==> src/tw_seq_consts.vh <==
// constants for the two-wire master state sequencer
// assumes a 20 MHz core clock and an open-drain two-wire bus
// ============================================================
// How it works
// - begin request waits bus free, starts, 08H
// - every flag except 38H suspends bus until flag cleared
// - three rate bits pick master bit rate
// - read address byte sent, acknowledge sampled
// - after 10H send address, read bit selects receive
// - write address after 10H selects transmit
// - write address acked 18H, else 20H; data follows
// - data byte acked 28H, else 30H
// - begin request alone gives repeated start
// - release request gives stop, hardware clears it
// - both requests give stop then start
// - lost arbitration gives 38H, release bus
// - after 38H begin request restarts when free
// - lost during not-acknowledge also gives 38H
// - after 40H/50H receive byte, ack per enable
// - after 48H/58H start, stop, or both
`ifndef TW_SEQ_CONSTS_VH
`define TW_SEQ_CONSTS_VH

// ============================================================
// status codes
`define TW_ST_START 8'h08
`define TW_ST_RSTART 8'h10
`define TW_ST_AW_ACK 8'h18
`define TW_ST_AW_NACK 8'h20
`define TW_ST_DW_ACK 8'h28
`define TW_ST_DW_NACK 8'h30
`define TW_ST_ARB_LOST 8'h38
`define TW_ST_AR_ACK 8'h40
`define TW_ST_AR_NACK 8'h48
`define TW_ST_DR_ACK 8'h50
`define TW_ST_DR_NACK 8'h58
`define TW_ST_IDLE 8'hF8

// ============================================================
// timing: core clock and bit rates in kHz
`define TW_CLK_KHZ 20000
`define TW_RATE0_KHZ 100
`define TW_RATE1_KHZ 80
`define TW_RATE2_KHZ 60
`define TW_RATE3_KHZ 50
`define TW_RATE4_KHZ 40
`define TW_RATE5_KHZ 25
`define TW_RATE6_KHZ 20
`define TW_RATE7_KHZ 10
`define TW_QTR_PER_BIT 4

// ============================================================
// bit phase and counter values
`define TW_Q0 2'h0
`define TW_Q1 2'h1
`define TW_Q2 2'h2
`define TW_Q3 2'h3
`define TW_ACK_BIT 4'h8
`define TW_RW_BIT 0
`define TW_MSB 7

`endif

==> src/tw_master_seq.v <==
// two-wire master state sequencer with receive byte FIFO
// assumes scl and sda are open-drain wires resolved outside
// and that software drives control levels on the core clock
`timescale 1ns/100ps
`include "tw_seq_consts.vh"

// ============================================================
// fifo with valid/ready on both sides
module tw_fifo #(
	parameter WIDTH = 8,
	parameter DEPTH = 16,
	parameter AW = 4
) (
	input wire clk_in,
	input wire reset_n_in,
	input wire in_valid_in,
	input wire [WIDTH-1:0] in_data_in,
	output wire in_ready_out,
	output wire out_valid_out,
	output wire [WIDTH-1:0] out_data_out,
	input wire out_ready_in
);
	reg [WIDTH-1:0] mem [0:DEPTH-1];
	reg [AW-1:0] wr_ptr;
	reg [AW-1:0] rd_ptr;
	reg [AW:0] count;
	wire push;
	wire pop;

	// handshake flags
	assign in_ready_out = (count != DEPTH[AW:0]);
	assign out_valid_out = (count != {(AW+1){1'b0}});
	assign out_data_out = mem[rd_ptr];
	assign push = in_valid_in & in_ready_out;
	assign pop = out_valid_out & out_ready_in;

	// storage write
	always @(posedge clk_in) begin
		if (push) begin
			mem[wr_ptr] <= in_data_in;
		end
	end

	// pointers and fill count
	always @(posedge clk_in or negedge reset_n_in) begin
		if (!reset_n_in) begin
			wr_ptr <= {AW{1'b0}};
			rd_ptr <= {AW{1'b0}};
			count <= {(AW+1){1'b0}};
		end else begin
			if (push) begin
				wr_ptr <= wr_ptr + 1'b1;
			end
			if (pop) begin
				rd_ptr <= rd_ptr + 1'b1;
			end
			if (push && !pop) begin
				count <= count + 1'b1;
			end else if (pop && !push) begin
				count <= count - 1'b1;
			end
		end
	end
endmodule

// ============================================================
// master sequencer
module tw_master_seq #(
	parameter FIFO_DEPTH = 16,
	parameter FIFO_AW = 4
) (
	input wire clk_in,
	input wire reset_n_in,
	input wire unit_enable_in,
	input wire begin_request_in,
	input wire bus_release_set_in,
	input wire ack_enable_in,
	input wire [2:0] rate_select_in,
	input wire flag_clear_in,
	input wire buffer_write_in,
	input wire [7:0] buffer_data_in,
	input wire scl_in,
	input wire sda_in,
	input wire rx_ready_in,
	output wire scl_out,
	output reg scl_oe_out,
	output wire sda_out,
	output reg sda_oe_out,
	output reg transfer_event_flag_out,
	output reg bus_release_request_out,
	output reg [7:0] bus_state_code_out,
	output reg [7:0] shift_byte_buffer_out,
	output reg controller_receive_out,
	output reg bus_busy_out,
	output wire rx_valid_out,
	output wire [7:0] rx_data_out
);
	// one-hot states
	localparam S_IDLE = 6'b000001;
	localparam S_WFREE = 6'b000010;
	localparam S_START = 6'b000100;
	localparam S_HOLD = 6'b001000;
	localparam S_XFER = 6'b010000;
	localparam S_STOP = 6'b100000;

	reg [5:0] state;
	reg scl_meta;
	reg scl_s;
	reg sda_meta;
	reg sda_s;
	reg scl_p;
	reg sda_p;
	reg [15:0] tick_cnt;
	reg [1:0] q;
	reg [3:0] bit_n;
	reg is_addr;
	reg ack_send;
	reg lost;
	reg repeated;
	reg push;
	wire tick;
	wire fifo_ready;
	wire [15:0] qtr_cycles;

	// quarter-bit length in core cycles for a rate in kHz
	function [15:0] qtr_of;
		input [15:0] khz;
		integer full;
		begin
			full = `TW_CLK_KHZ / (`TW_QTR_PER_BIT * khz);
			qtr_of = full[15:0]; // rate table keeps this in 16 bits
		end
	endfunction

	// rate table lookup
	function [15:0] rate_qtr;
		input [2:0] sel;
		begin
			case (sel)
				3'h0: rate_qtr = qtr_of(`TW_RATE0_KHZ);
				3'h1: rate_qtr = qtr_of(`TW_RATE1_KHZ);
				3'h2: rate_qtr = qtr_of(`TW_RATE2_KHZ);
				3'h3: rate_qtr = qtr_of(`TW_RATE3_KHZ);
				3'h4: rate_qtr = qtr_of(`TW_RATE4_KHZ);
				3'h5: rate_qtr = qtr_of(`TW_RATE5_KHZ);
				3'h6: rate_qtr = qtr_of(`TW_RATE6_KHZ);
				default: rate_qtr = qtr_of(`TW_RATE7_KHZ);
			endcase
		end
	endfunction

	// open-drain pins only ever pull low
	assign scl_out = 1'b0;
	assign sda_out = 1'b0;
	assign qtr_cycles = rate_qtr(rate_select_in);
	assign tick = (tick_cnt == 16'h0000);

	// ============================================================
	// receive byte buffer, back-pressure stalls next receive
	tw_fifo #(
		.WIDTH(8),
		.DEPTH(FIFO_DEPTH),
		.AW(FIFO_AW)
	) u_rx_fifo (
		.clk_in(clk_in),
		.reset_n_in(reset_n_in),
		.in_valid_in(push),
		.in_data_in(shift_byte_buffer_out),
		.in_ready_out(fifo_ready),
		.out_valid_out(rx_valid_out),
		.out_data_out(rx_data_out),
		.out_ready_in(rx_ready_in)
	);

	// ============================================================
	// pin synchronisers and bus free detector
	always @(posedge clk_in or negedge reset_n_in) begin
		if (!reset_n_in) begin
			scl_meta <= 1'b1;
			scl_s <= 1'b1;
			sda_meta <= 1'b1;
			sda_s <= 1'b1;
			scl_p <= 1'b1;
			sda_p <= 1'b1;
			bus_busy_out <= 1'b0;
		end else begin
			scl_meta <= scl_in;
			scl_s <= scl_meta;
			sda_meta <= sda_in;
			sda_s <= sda_meta;
			scl_p <= scl_s;
			sda_p <= sda_s;
			if (scl_s && scl_p && sda_p && !sda_s) begin
				bus_busy_out <= 1'b1; // start seen
			end else if (scl_s && scl_p && !sda_p && sda_s) begin
				bus_busy_out <= 1'b0; // stop seen
			end
		end
	end

	// quarter-bit tick divider, one-cycle enable
	always @(posedge clk_in or negedge reset_n_in) begin
		if (!reset_n_in) begin
			tick_cnt <= 16'h0000;
		end else if (tick) begin
			tick_cnt <= qtr_cycles - 16'h0001;
		end else begin
			tick_cnt <= tick_cnt - 16'h0001;
		end
	end

	// ============================================================
	// sequencer
	always @(posedge clk_in or negedge reset_n_in) begin
		if (!reset_n_in) begin
			state <= S_IDLE;
			scl_oe_out <= 1'b0;
			sda_oe_out <= 1'b0;
			transfer_event_flag_out <= 1'b0;
			bus_release_request_out <= 1'b0;
			bus_state_code_out <= `TW_ST_IDLE;
			shift_byte_buffer_out <= 8'h00;
			controller_receive_out <= 1'b0;
			q <= `TW_Q0;
			bit_n <= 4'h0;
			is_addr <= 1'b0;
			ack_send <= 1'b0;
			lost <= 1'b0;
			repeated <= 1'b0;
			push <= 1'b0;
		end else begin
			push <= 1'b0;
			// software clears; later sets in this cycle win
			if (flag_clear_in) begin
				transfer_event_flag_out <= 1'b0;
			end
			if (bus_release_set_in) begin
				bus_release_request_out <= 1'b1;
			end
			if (buffer_write_in && state != S_XFER) begin
				shift_byte_buffer_out <= buffer_data_in;
			end
			if (!unit_enable_in) begin
				state <= S_IDLE;
				scl_oe_out <= 1'b0;
				sda_oe_out <= 1'b0;
				lost <= 1'b0;
			end else begin
				case (state)
					S_IDLE: begin
						scl_oe_out <= 1'b0;
						sda_oe_out <= 1'b0;
						if (begin_request_in && !transfer_event_flag_out) begin
							state <= S_WFREE;
						end
					end
					// wait for a free bus before a fresh start
					S_WFREE: begin
						scl_oe_out <= 1'b0;
						sda_oe_out <= 1'b0;
						lost <= 1'b0;
						if (!bus_busy_out && tick) begin
							repeated <= 1'b0;
							q <= `TW_Q0;
							state <= S_START;
						end
					end
					// start or repeated start
					S_START: begin
						if (tick) begin
							case (q)
								`TW_Q0: begin
									sda_oe_out <= 1'b0;
									q <= `TW_Q1;
								end
								`TW_Q1: begin
									scl_oe_out <= 1'b0;
									q <= `TW_Q2;
								end
								`TW_Q2: begin
									if (scl_s) begin
										sda_oe_out <= 1'b1;
										q <= `TW_Q3;
									end
								end
								default: begin
									scl_oe_out <= 1'b1;
									transfer_event_flag_out <= 1'b1;
									bus_state_code_out <= repeated ?
										`TW_ST_RSTART : `TW_ST_START;
									state <= S_HOLD;
								end
							endcase
						end
					end
					// suspended until software clears the flag
					S_HOLD: begin
						scl_oe_out <= !lost;
						q <= `TW_Q0;
						bit_n <= 4'h0;
						if (!transfer_event_flag_out && !flag_clear_in) begin
							case (bus_state_code_out)
								`TW_ST_ARB_LOST: begin
									if (begin_request_in) begin
										state <= S_WFREE;
									end else begin
										state <= S_IDLE;
									end
								end
								`TW_ST_START, `TW_ST_RSTART: begin
									is_addr <= 1'b1;
									state <= S_XFER;
								end
								default: begin
									if (bus_release_request_out) begin
										state <= S_STOP;
									end else if (begin_request_in) begin
										repeated <= 1'b1;
										state <= S_START;
									end else if (!controller_receive_out) begin
										is_addr <= 1'b0;
										state <= S_XFER;
									end else if (bus_state_code_out == `TW_ST_AR_ACK ||
										bus_state_code_out == `TW_ST_DR_ACK) begin
										if (fifo_ready) begin
											is_addr <= 1'b0;
											ack_send <= ack_enable_in;
											state <= S_XFER;
										end
									end else begin
										state <= S_STOP;
									end
								end
							endcase
						end
					end
					// eight data bits plus acknowledge bit
					S_XFER: begin
						if (tick) begin
							case (q)
								`TW_Q0: begin
									if (bit_n == `TW_ACK_BIT) begin
										sda_oe_out <= controller_receive_out &&
											!is_addr && ack_send;
									end else if (is_addr || !controller_receive_out) begin
										sda_oe_out <= !shift_byte_buffer_out[`TW_MSB];
									end else begin
										sda_oe_out <= 1'b0;
									end
									q <= `TW_Q1;
								end
								`TW_Q1: begin
									scl_oe_out <= 1'b0;
									q <= `TW_Q2;
								end
								`TW_Q2: begin
									if (scl_s) begin
										q <= `TW_Q3;
										if (bit_n != `TW_ACK_BIT) begin
											shift_byte_buffer_out <=
												{shift_byte_buffer_out[6:0], sda_s};
										end
										// released line pulled low by another master
										if (!sda_oe_out && !sda_s &&
											((bit_n != `TW_ACK_BIT &&
											(is_addr || !controller_receive_out)) ||
											(bit_n == `TW_ACK_BIT &&
											controller_receive_out && !is_addr))) begin
											lost <= 1'b1;
											scl_oe_out <= 1'b0;
											transfer_event_flag_out <= 1'b1;
											bus_state_code_out <= `TW_ST_ARB_LOST;
											state <= S_HOLD;
										end else if (bit_n == `TW_ACK_BIT) begin
											ack_send <= !sda_s;
										end
									end
								end
								default: begin
									// data wire moves only in Q0, clock low
									scl_oe_out <= 1'b1;
									q <= `TW_Q0;
									if (bit_n != `TW_ACK_BIT) begin
										bit_n <= bit_n + 4'h1;
									end else begin
										transfer_event_flag_out <= 1'b1;
										state <= S_HOLD;
										if (is_addr) begin
											controller_receive_out <=
												shift_byte_buffer_out[`TW_RW_BIT];
											if (shift_byte_buffer_out[`TW_RW_BIT]) begin
												bus_state_code_out <= ack_send ?
													`TW_ST_AR_ACK : `TW_ST_AR_NACK;
											end else begin
												bus_state_code_out <= ack_send ?
													`TW_ST_AW_ACK : `TW_ST_AW_NACK;
											end
										end else if (controller_receive_out) begin
											push <= 1'b1;
											bus_state_code_out <= ack_send ?
												`TW_ST_DR_ACK : `TW_ST_DR_NACK;
										end else begin
											bus_state_code_out <= ack_send ?
												`TW_ST_DW_ACK : `TW_ST_DW_NACK;
										end
									end
								end
							endcase
						end
					end
					// stop, then optional fresh start
					S_STOP: begin
						if (tick) begin
							case (q)
								`TW_Q0: begin
									sda_oe_out <= 1'b1;
									q <= `TW_Q1;
								end
								`TW_Q1: begin
									scl_oe_out <= 1'b0;
									q <= `TW_Q2;
								end
								`TW_Q2: begin
									if (scl_s) begin
										q <= `TW_Q3;
									end
								end
								default: begin
									sda_oe_out <= 1'b0;
									if (!bus_release_set_in) begin
										bus_release_request_out <= 1'b0;
									end
									bus_state_code_out <= `TW_ST_IDLE;
									if (begin_request_in) begin
										state <= S_WFREE;
									end else begin
										state <= S_IDLE;
									end
								end
							endcase
						end
					end
					default: begin
						state <= S_IDLE;
					end
				endcase
			end
		end
	end
endmodule

==> config.mk <==
export PLATFORM = sky130hd
export DESIGN_NAME = tw_master_seq
export DESIGN_NICKNAME = d
export VERILOG_FILES = /design/src/tw_master_seq.v
export VERILOG_INCLUDE_DIRS = /design/src
export SDC_FILE = /design/constraint.sdc
export NUM_CORES = 1
export LEC_CHECK = 0
export ABC_AREA = 1
export BUFFER_PORTS_ARGS = -buffer_cell sky130_fd_sc_hd__buf_2
export CORE_ASPECT_RATIO = 0.75
export CORE_MARGIN = 10
export CORE_UTILIZATION = 40
export CTS_CLUSTER_DIAMETER = 120
export DETAILED_ROUTE_END_ITERATION = 16
export PLACE_DENSITY = 0.7
export SLEW_MARGIN = 10
export SYNTH_ARGS = -nofsm -noshare
export SYNTH_HDL_FRONTEND = slang
export SYNTH_SLANG_ARGS = --single-unit
==> constraint.sdc <==
create_clock -name clk_in -period 2.55 [get_ports clk_in]
set_clock_uncertainty 0.1 [all_clocks]
set_input_delay 0.3825 -clock clk_in [delete_from_list [all_inputs] [get_ports clk_in]]
set_output_delay 0.3825 -clock clk_in [all_outputs]
set_load 0.05 [all_outputs]
* After elaboration in Yosys (flattened, before gate mapping)
Memory sizes are Yosys's and may differ from the RTL's. Index checks and enable logic that the tools add are counted.
Cells by class: reductions and logical operators 62, mux-type cells 140, add/sub/neg operators 7, bitwise operators 5, equal/unequal tests 79
Operator list (number):
- $mux 8 | 16
- $mux 6 | 18
- $mux 1 | 67
- $pmux 9 s7 | 1
- $ne 3x3->1 const B | 20
- $ne 2x2->1 const B | 20
- $pmux 6 s6 | 1
- $sub 16x1->16 const B | 2
- $ne 4x4->1 const B | 6
- $pmux 6 s2 | 2
- $pmux 8 s3 | 1
- $mux 4 | 5
- $mux 5 | 4
- $logic_and 1x1->1 | 18
- $pmux 1 s2 | 9
- $eq 8x7->1 const B | 2
- $logic_not 16->1 | 1
- $mux 16 | 1
- $pmux 8 s2 | 1
- $reduce_and 8->1 | 2
- $mux 7 | 2
- $reduce_and 14->1 | 1
- $reduce_and 13->1 | 1
- $add 4x1->4 const B | 3
- other kinds (49) | 89
Word-level totals: input bits 22, bits in writable memories 128, memories kept 1, register bits 74, logic and storage cells 320
Memories:
- u_rx_fifo.mem | depth 16, width 8, read ports 1, clocked after Yosys merged registers in 0, write ports 1, RTL line tw_master_seq.v:23 | reg [WIDTH-1:0] mem [0:DEPTH-1];

* Depth between registers and ports, before layout
word-level depth 11, gate-level depth with buffers 15, gate-level depth less buffers 15

* Modules after synthesis
From an unflattened synthesis, not the netlist that was laid out.
Second synthesis, totals: cell total of the unflattened synthesis 1191, area total of the unflattened synthesis 10368.7 um^2
By module, submodules not included:
- tw_fifo | area each 6247.2 um^2, instances 1, cells each 618
- tw_master_seq | area each 4121.5 um^2, instances 1, cells each 573

* Least setup slack after synthesis
No wires, ideal clock.
path type flip-flop to flip-flop, start reg u_rx_fifo.count[0], end reg u_rx_fifo.count[4], buffers on the path 0, cell stages (with the launch flop) 13, setup slack -409 ps, arrival 2734 ps, data required time 2325 ps, cells stage by stage dfrtp_1 nor2_1 nand4_1 nand2_1 ha_1 inv_1 fa_1 a21o_1 a21oi_1 nand2_1 nand2_1 nor2_1 xor2_1
Between the ends: cells in the longest elaborated chain, start to end 5, elaborated cells on any way between the ends 13, classes of those cells add/sub: 2; eq/ne: 1; mux: 2; bitwise: 2; reduce/logical: 6
RTL lines:
- from (decl) | RTL line tw_master_seq.v:26 | reg [AW:0] count;
- from (signal assigned) | RTL line tw_master_seq.v:49 | count <= {(AW+1){1'b0}};
- from (signal assigned) | RTL line tw_master_seq.v:58 | count <= count + 1'b1;
- from (signal assigned) | RTL line tw_master_seq.v:60 | count <= count - 1'b1;
- $reduce_bool 5->1 * | RTL line tw_master_seq.v:32 | assign out_valid_out = (count != {(AW+1){1'b0}});
- named net rx_valid_out | RTL line tw_master_seq.v:95 | output wire rx_valid_out,
- $and 1x1->1 * | RTL line tw_master_seq.v:35 | assign pop = out_valid_out & out_ready_in;
- $logic_not 1->1 | RTL line tw_master_seq.v:57 | if (push && !pop) begin
- $logic_and 1x1->1 | RTL line tw_master_seq.v:57
- $mux 5 / $reduce_bool 2->1 (equally long branches)
The timed path passes the listed nets; every way through them passes the cells marked *. The select of a mux whose other input is x is not followed. A chain may end at the register's enable or synchronous reset.

* Worst setup path after layout
start reg u_rx_fifo.rd_ptr[0], end out rx_data_out[5]
Between the ends: cells in the longest elaborated chain, start to end 1
RTL lines:
- from (decl) | RTL line tw_master_seq.v:25 | reg [AW-1:0] rd_ptr;
- from (signal assigned) | RTL line tw_master_seq.v:48 | rd_ptr <= {AW{1'b0}};
- from (signal assigned) | RTL line tw_master_seq.v:55 | rd_ptr <= rd_ptr + 1'b1;
- $mem_v2 16x8
- to (decl) | RTL line tw_master_seq.v:96 | output wire [7:0] rx_data_out
No other way between the ends.

==> results.json <==
{
  "status": "finished with violations",
  "failed_checks": "negative hold slack",
  "routed_wl_microns": 24550,
  "met3WireLength_microns": 1793,
  "postSynthCellCount": 1005,
  "clk_latency_ns": 0.44,
  "cts.sinks": 199,
  "syn_area_per_cell_sq_um": 9.896,
  "fin_cells": 1427,
  "syn-cell-area_sq_um": 9946,
  "worst_slack_ns": 0.002371,
  "root_buffer": "clkbuf_16",
  "total_power_mw": 9.917,
  "p_switching_mw": 3.728,
  "cts_buffer_depth": 2,
  "fillCellCount": 2229,
  "max_slew.worst_pin.slew_ns": 0.9121,
  "vias_per_cell": 5.252,
  "synth_flop_cell": "edfxtp_1",
  "start_kind": "flop",
  "critPathMaxStageDelay_ns": 0.42,
  "cts_buffers": 17,
  "die_area_sq_um": 31640,
  "std_cell_rows": 49,
  "track_usage_pct": 15.67,
  "crit_path_end_kind": "primary output",
  "synth_seq_cells": 199,
  "crit_required_ns": 2.07,
  "cellPowerDensity_nw_per_um2": 863.7,
  "drt.antenna.violating_nets": 0,
  "met1Wirelength_microns": 11560,
  "dp_cells": 1393,
  "ys_types": 48,
  "synth_edf_count": 128,
  "synth_common_cells": "nand2_1, edfxtp_1, nor2_1, inv_1, o21ai_0",
  "hold_path_class": "in2async",
  "p_int_mw": 6.189,
  "switching_share_pct": 37.59,
  "synth_area_leaders": "edfxtp_1, dfrtp_1, nand2_1",
  "cts_tree": "built",
  "start_util_pct": 41.07,
  "fmax_mhz": 392.5,
  "syn_to_final_growth_pct": 15.45,
  "critical_path_buf_inv_count": 2,
  "grt_max_degree": 71,
  "seq_power_share_pct": 38.3,
  "firstDrtPassIters": 6,
  "leakagePower_nw": 4.715,
  "critical_path_class": "reg2out",
  "io_buffers": 49,
  "synthArstFlopShare_pct": 35.68,
  "core_sq_um": 24220,
  "p_comb_share_pct": 34.4,
  "critPathTopFamily": "buffers and inverters",
  "final_core_util_pct": 47.41,
  "drive_gt1_share_pct": 18.70,
  "cts_setup_buffers": 0,
  "drv_slew": 0,
  "die_w_microns": 202.1,
  "p_clk_share_pct": 27.4,
  "crit_chain": "buf_12 > o21ai_0 > o221ai_1 > nand3_1 > nand2_1 > buf_4",
  "synth_top_family_by_area": "simple AND/OR/NAND/NOR gates",
  "highest_layer": "met4",
  "fin_crit_sh_pct": 99.91,
  "dpl_worst_slack_ns": 0.08918,
  "synth.area.mux_share_pct": 2.717,
  "seq_area_frac_synth_pct": 56.66,
  "routed-wl-met2_microns": 10990,
  "yosys.area_share.simple_pct": 20.66,
  "drt_iter0_drc": 724,
  "fin_crit_ns": 2.548,
  "htreeDepth": 4,
  "ioPinCount": 55,
  "clkTransAtPathRegs_ns": 0.08,
  "final-setup-viol-count": 0,
  "slowest_stage": "dfrtp_2",
  "rsz0062_at_grt": "yes",
  "synth.top_cell.area_share_pct": 38.65,
  "ys.warnings.count": 0,
  "gp_congestion": 0.9434,
  "fin_nets": 1125,
  "vias": 7495,
  "synth_xor_area_share_pct": 1.233,
  "grt_pass1_wl_microns": 39380,
  "finalHoldViolations": 15,
  "grt_pass1_vias": 7168,
  "dp_hpwl_microns": 17160,
  "cp.arrival_ns": 2.07,
  "synth-compound-area-share_pct": 10.11,
  "path_max_fanout": 38,
  "vdd_drop_max_uv": 688.4,
  "gr-total-overflow": 0,
  "diodes": 0,
  "wire_per_inst_microns": 17.20,
  "post-synth-top-area-cell": "edfxtp_1",
  "drc_errors": 0,
  "drv_cap": 0,
  "die_h_microns": 156.6,
  "holdWs_ns": -0.02234,
  "yosysMostFrequentCell": "nand2_1",
  "max_slew_margin_pct": 39.19,
  "synthAdderAreaFrac_pct": 2.592,
  "antenna_found_initial": 0
}
-- path summary, 6_finish.rpt --
check                                           startpoint                           endpoint  slack [ns]  depth (start not counted)
hold / removal                                  reset_n_in                is_addr$_DFFE_PN0P_       -0.02                          1
setup / recovery           u_rx_fifo.rd_ptr[0]$_DFFE_PN0P_                     rx_data_out[5]       0.002                          6
min in group clk_in                     bus_release_set_in  bus_release_request_out$_DFF_PN0_        0.04                          2
hold reg to reg                         scl_meta$_DFF_PN1_                    scl_s$_DFF_PN1_        0.26                          0
max in group asynchronous                       reset_n_in  bus_state_code_out[3]$_DFFE_PN1P_        1.69                          2
setup reg to reg            u_rx_fifo.count[1]$_DFFE_PN0P_     u_rx_fifo.count[4]$_DFFE_PN0P_        0.18                         15
-- layout by cell type (no fill, tap or decap), types with 20 or more instances in the layout --
| master | count |
|---|---|
| o21ai_0 | 66 |
| buf_2 | 40 |
| nor2_1 | 118 |
| mux2i_1 | 26 |
| buf_4 | 44 |
| nand3_1 | 64 |
| inv_1 | 93 |
| dfrtp_1 | 58 |
| nand4_1 | 20 |
| nand2_1 | 179 |
| edfxtp_1 | 128 |
| o221ai_1 | 26 |
-- power groups by stage --
stage,sequential [mW],clock (mW),combinational (mW)
finish,3.79,2.71,3.41
global route,3.82,2.89,3.72
CTS,3.79,2.75,3.36
detailed placement,3.85,0,3.21
global placement,3.84,0,3.14
floorplan,3.87,0,2.22
-- layer usage --
layer | vias up | GRT usage [%]
li1 | 3617 | -
met1 | 3632 | 22.03
met2 | 233 | 23.65
met3 | 13 | 3.817
met4 | 0 | 4.177
met5 | - | 0
-- stage by stage --
step | hold slack, ns | instance area (sq um) | setup TNS, ns
after global routing | 0.04722 | 11480 | -0.3501
after detailed placement | 0.2475 | 10780 | 0
final | -0.02234 | 11480 | 0
after global placement | 0.2463 | 10780 | 0
after floorplan | -0.01309 | 9982 | -0.2506
after CTS | 0.01237 | 11450 | -0.02003
-- flip-flops by register name (all words and copies together), names as in the netlist, 5 cells and up --
register	cells
state	6
u_rx_fifo.count	5
tick_cnt	16
u_rx_fifo.mem	128
bus_state_code_out	5
shift_byte_buffer_out	8
-- timing repair --
action,in CTS,in global routing
resized for setup,14,11
endpoints found under the setup margin,8,9
hold buffers,2,0
hold endpoints to repair,2,0
pin swaps,0,1
-- cells by family after synthesis --
| family | after synthesis |
|---|---|
| other | 1 |
| AND/OR/NAND/NOR | 447 |
| buffers and inverters | 138 |
| flip-flops | 199 |
| XOR/XNOR | 14 |
| AO/OA/AOI/OAI | 159 |
| adder cells (fa/ha/maj) | 20 |
| multiplexers | 27 |
-- final cells by class --
cell class / count / area, sq um / share of cell area [%]
Clock buffer: 21 / 491.7 / 4.282
Clock inverter: 11 / 107.6 / 0.9371
Inverter: 100 / 375.4 / 3.269
Multi-Input combinational cell: 672 / 3801 / 33.10
Sequential cell: 199 / 5637 / 49.09
Tap cell: 331 / 414.1 / 3.607
Timing Repair Buffer: 93 / 655.6 / 5.710
(Power assumes the default switching activity.)
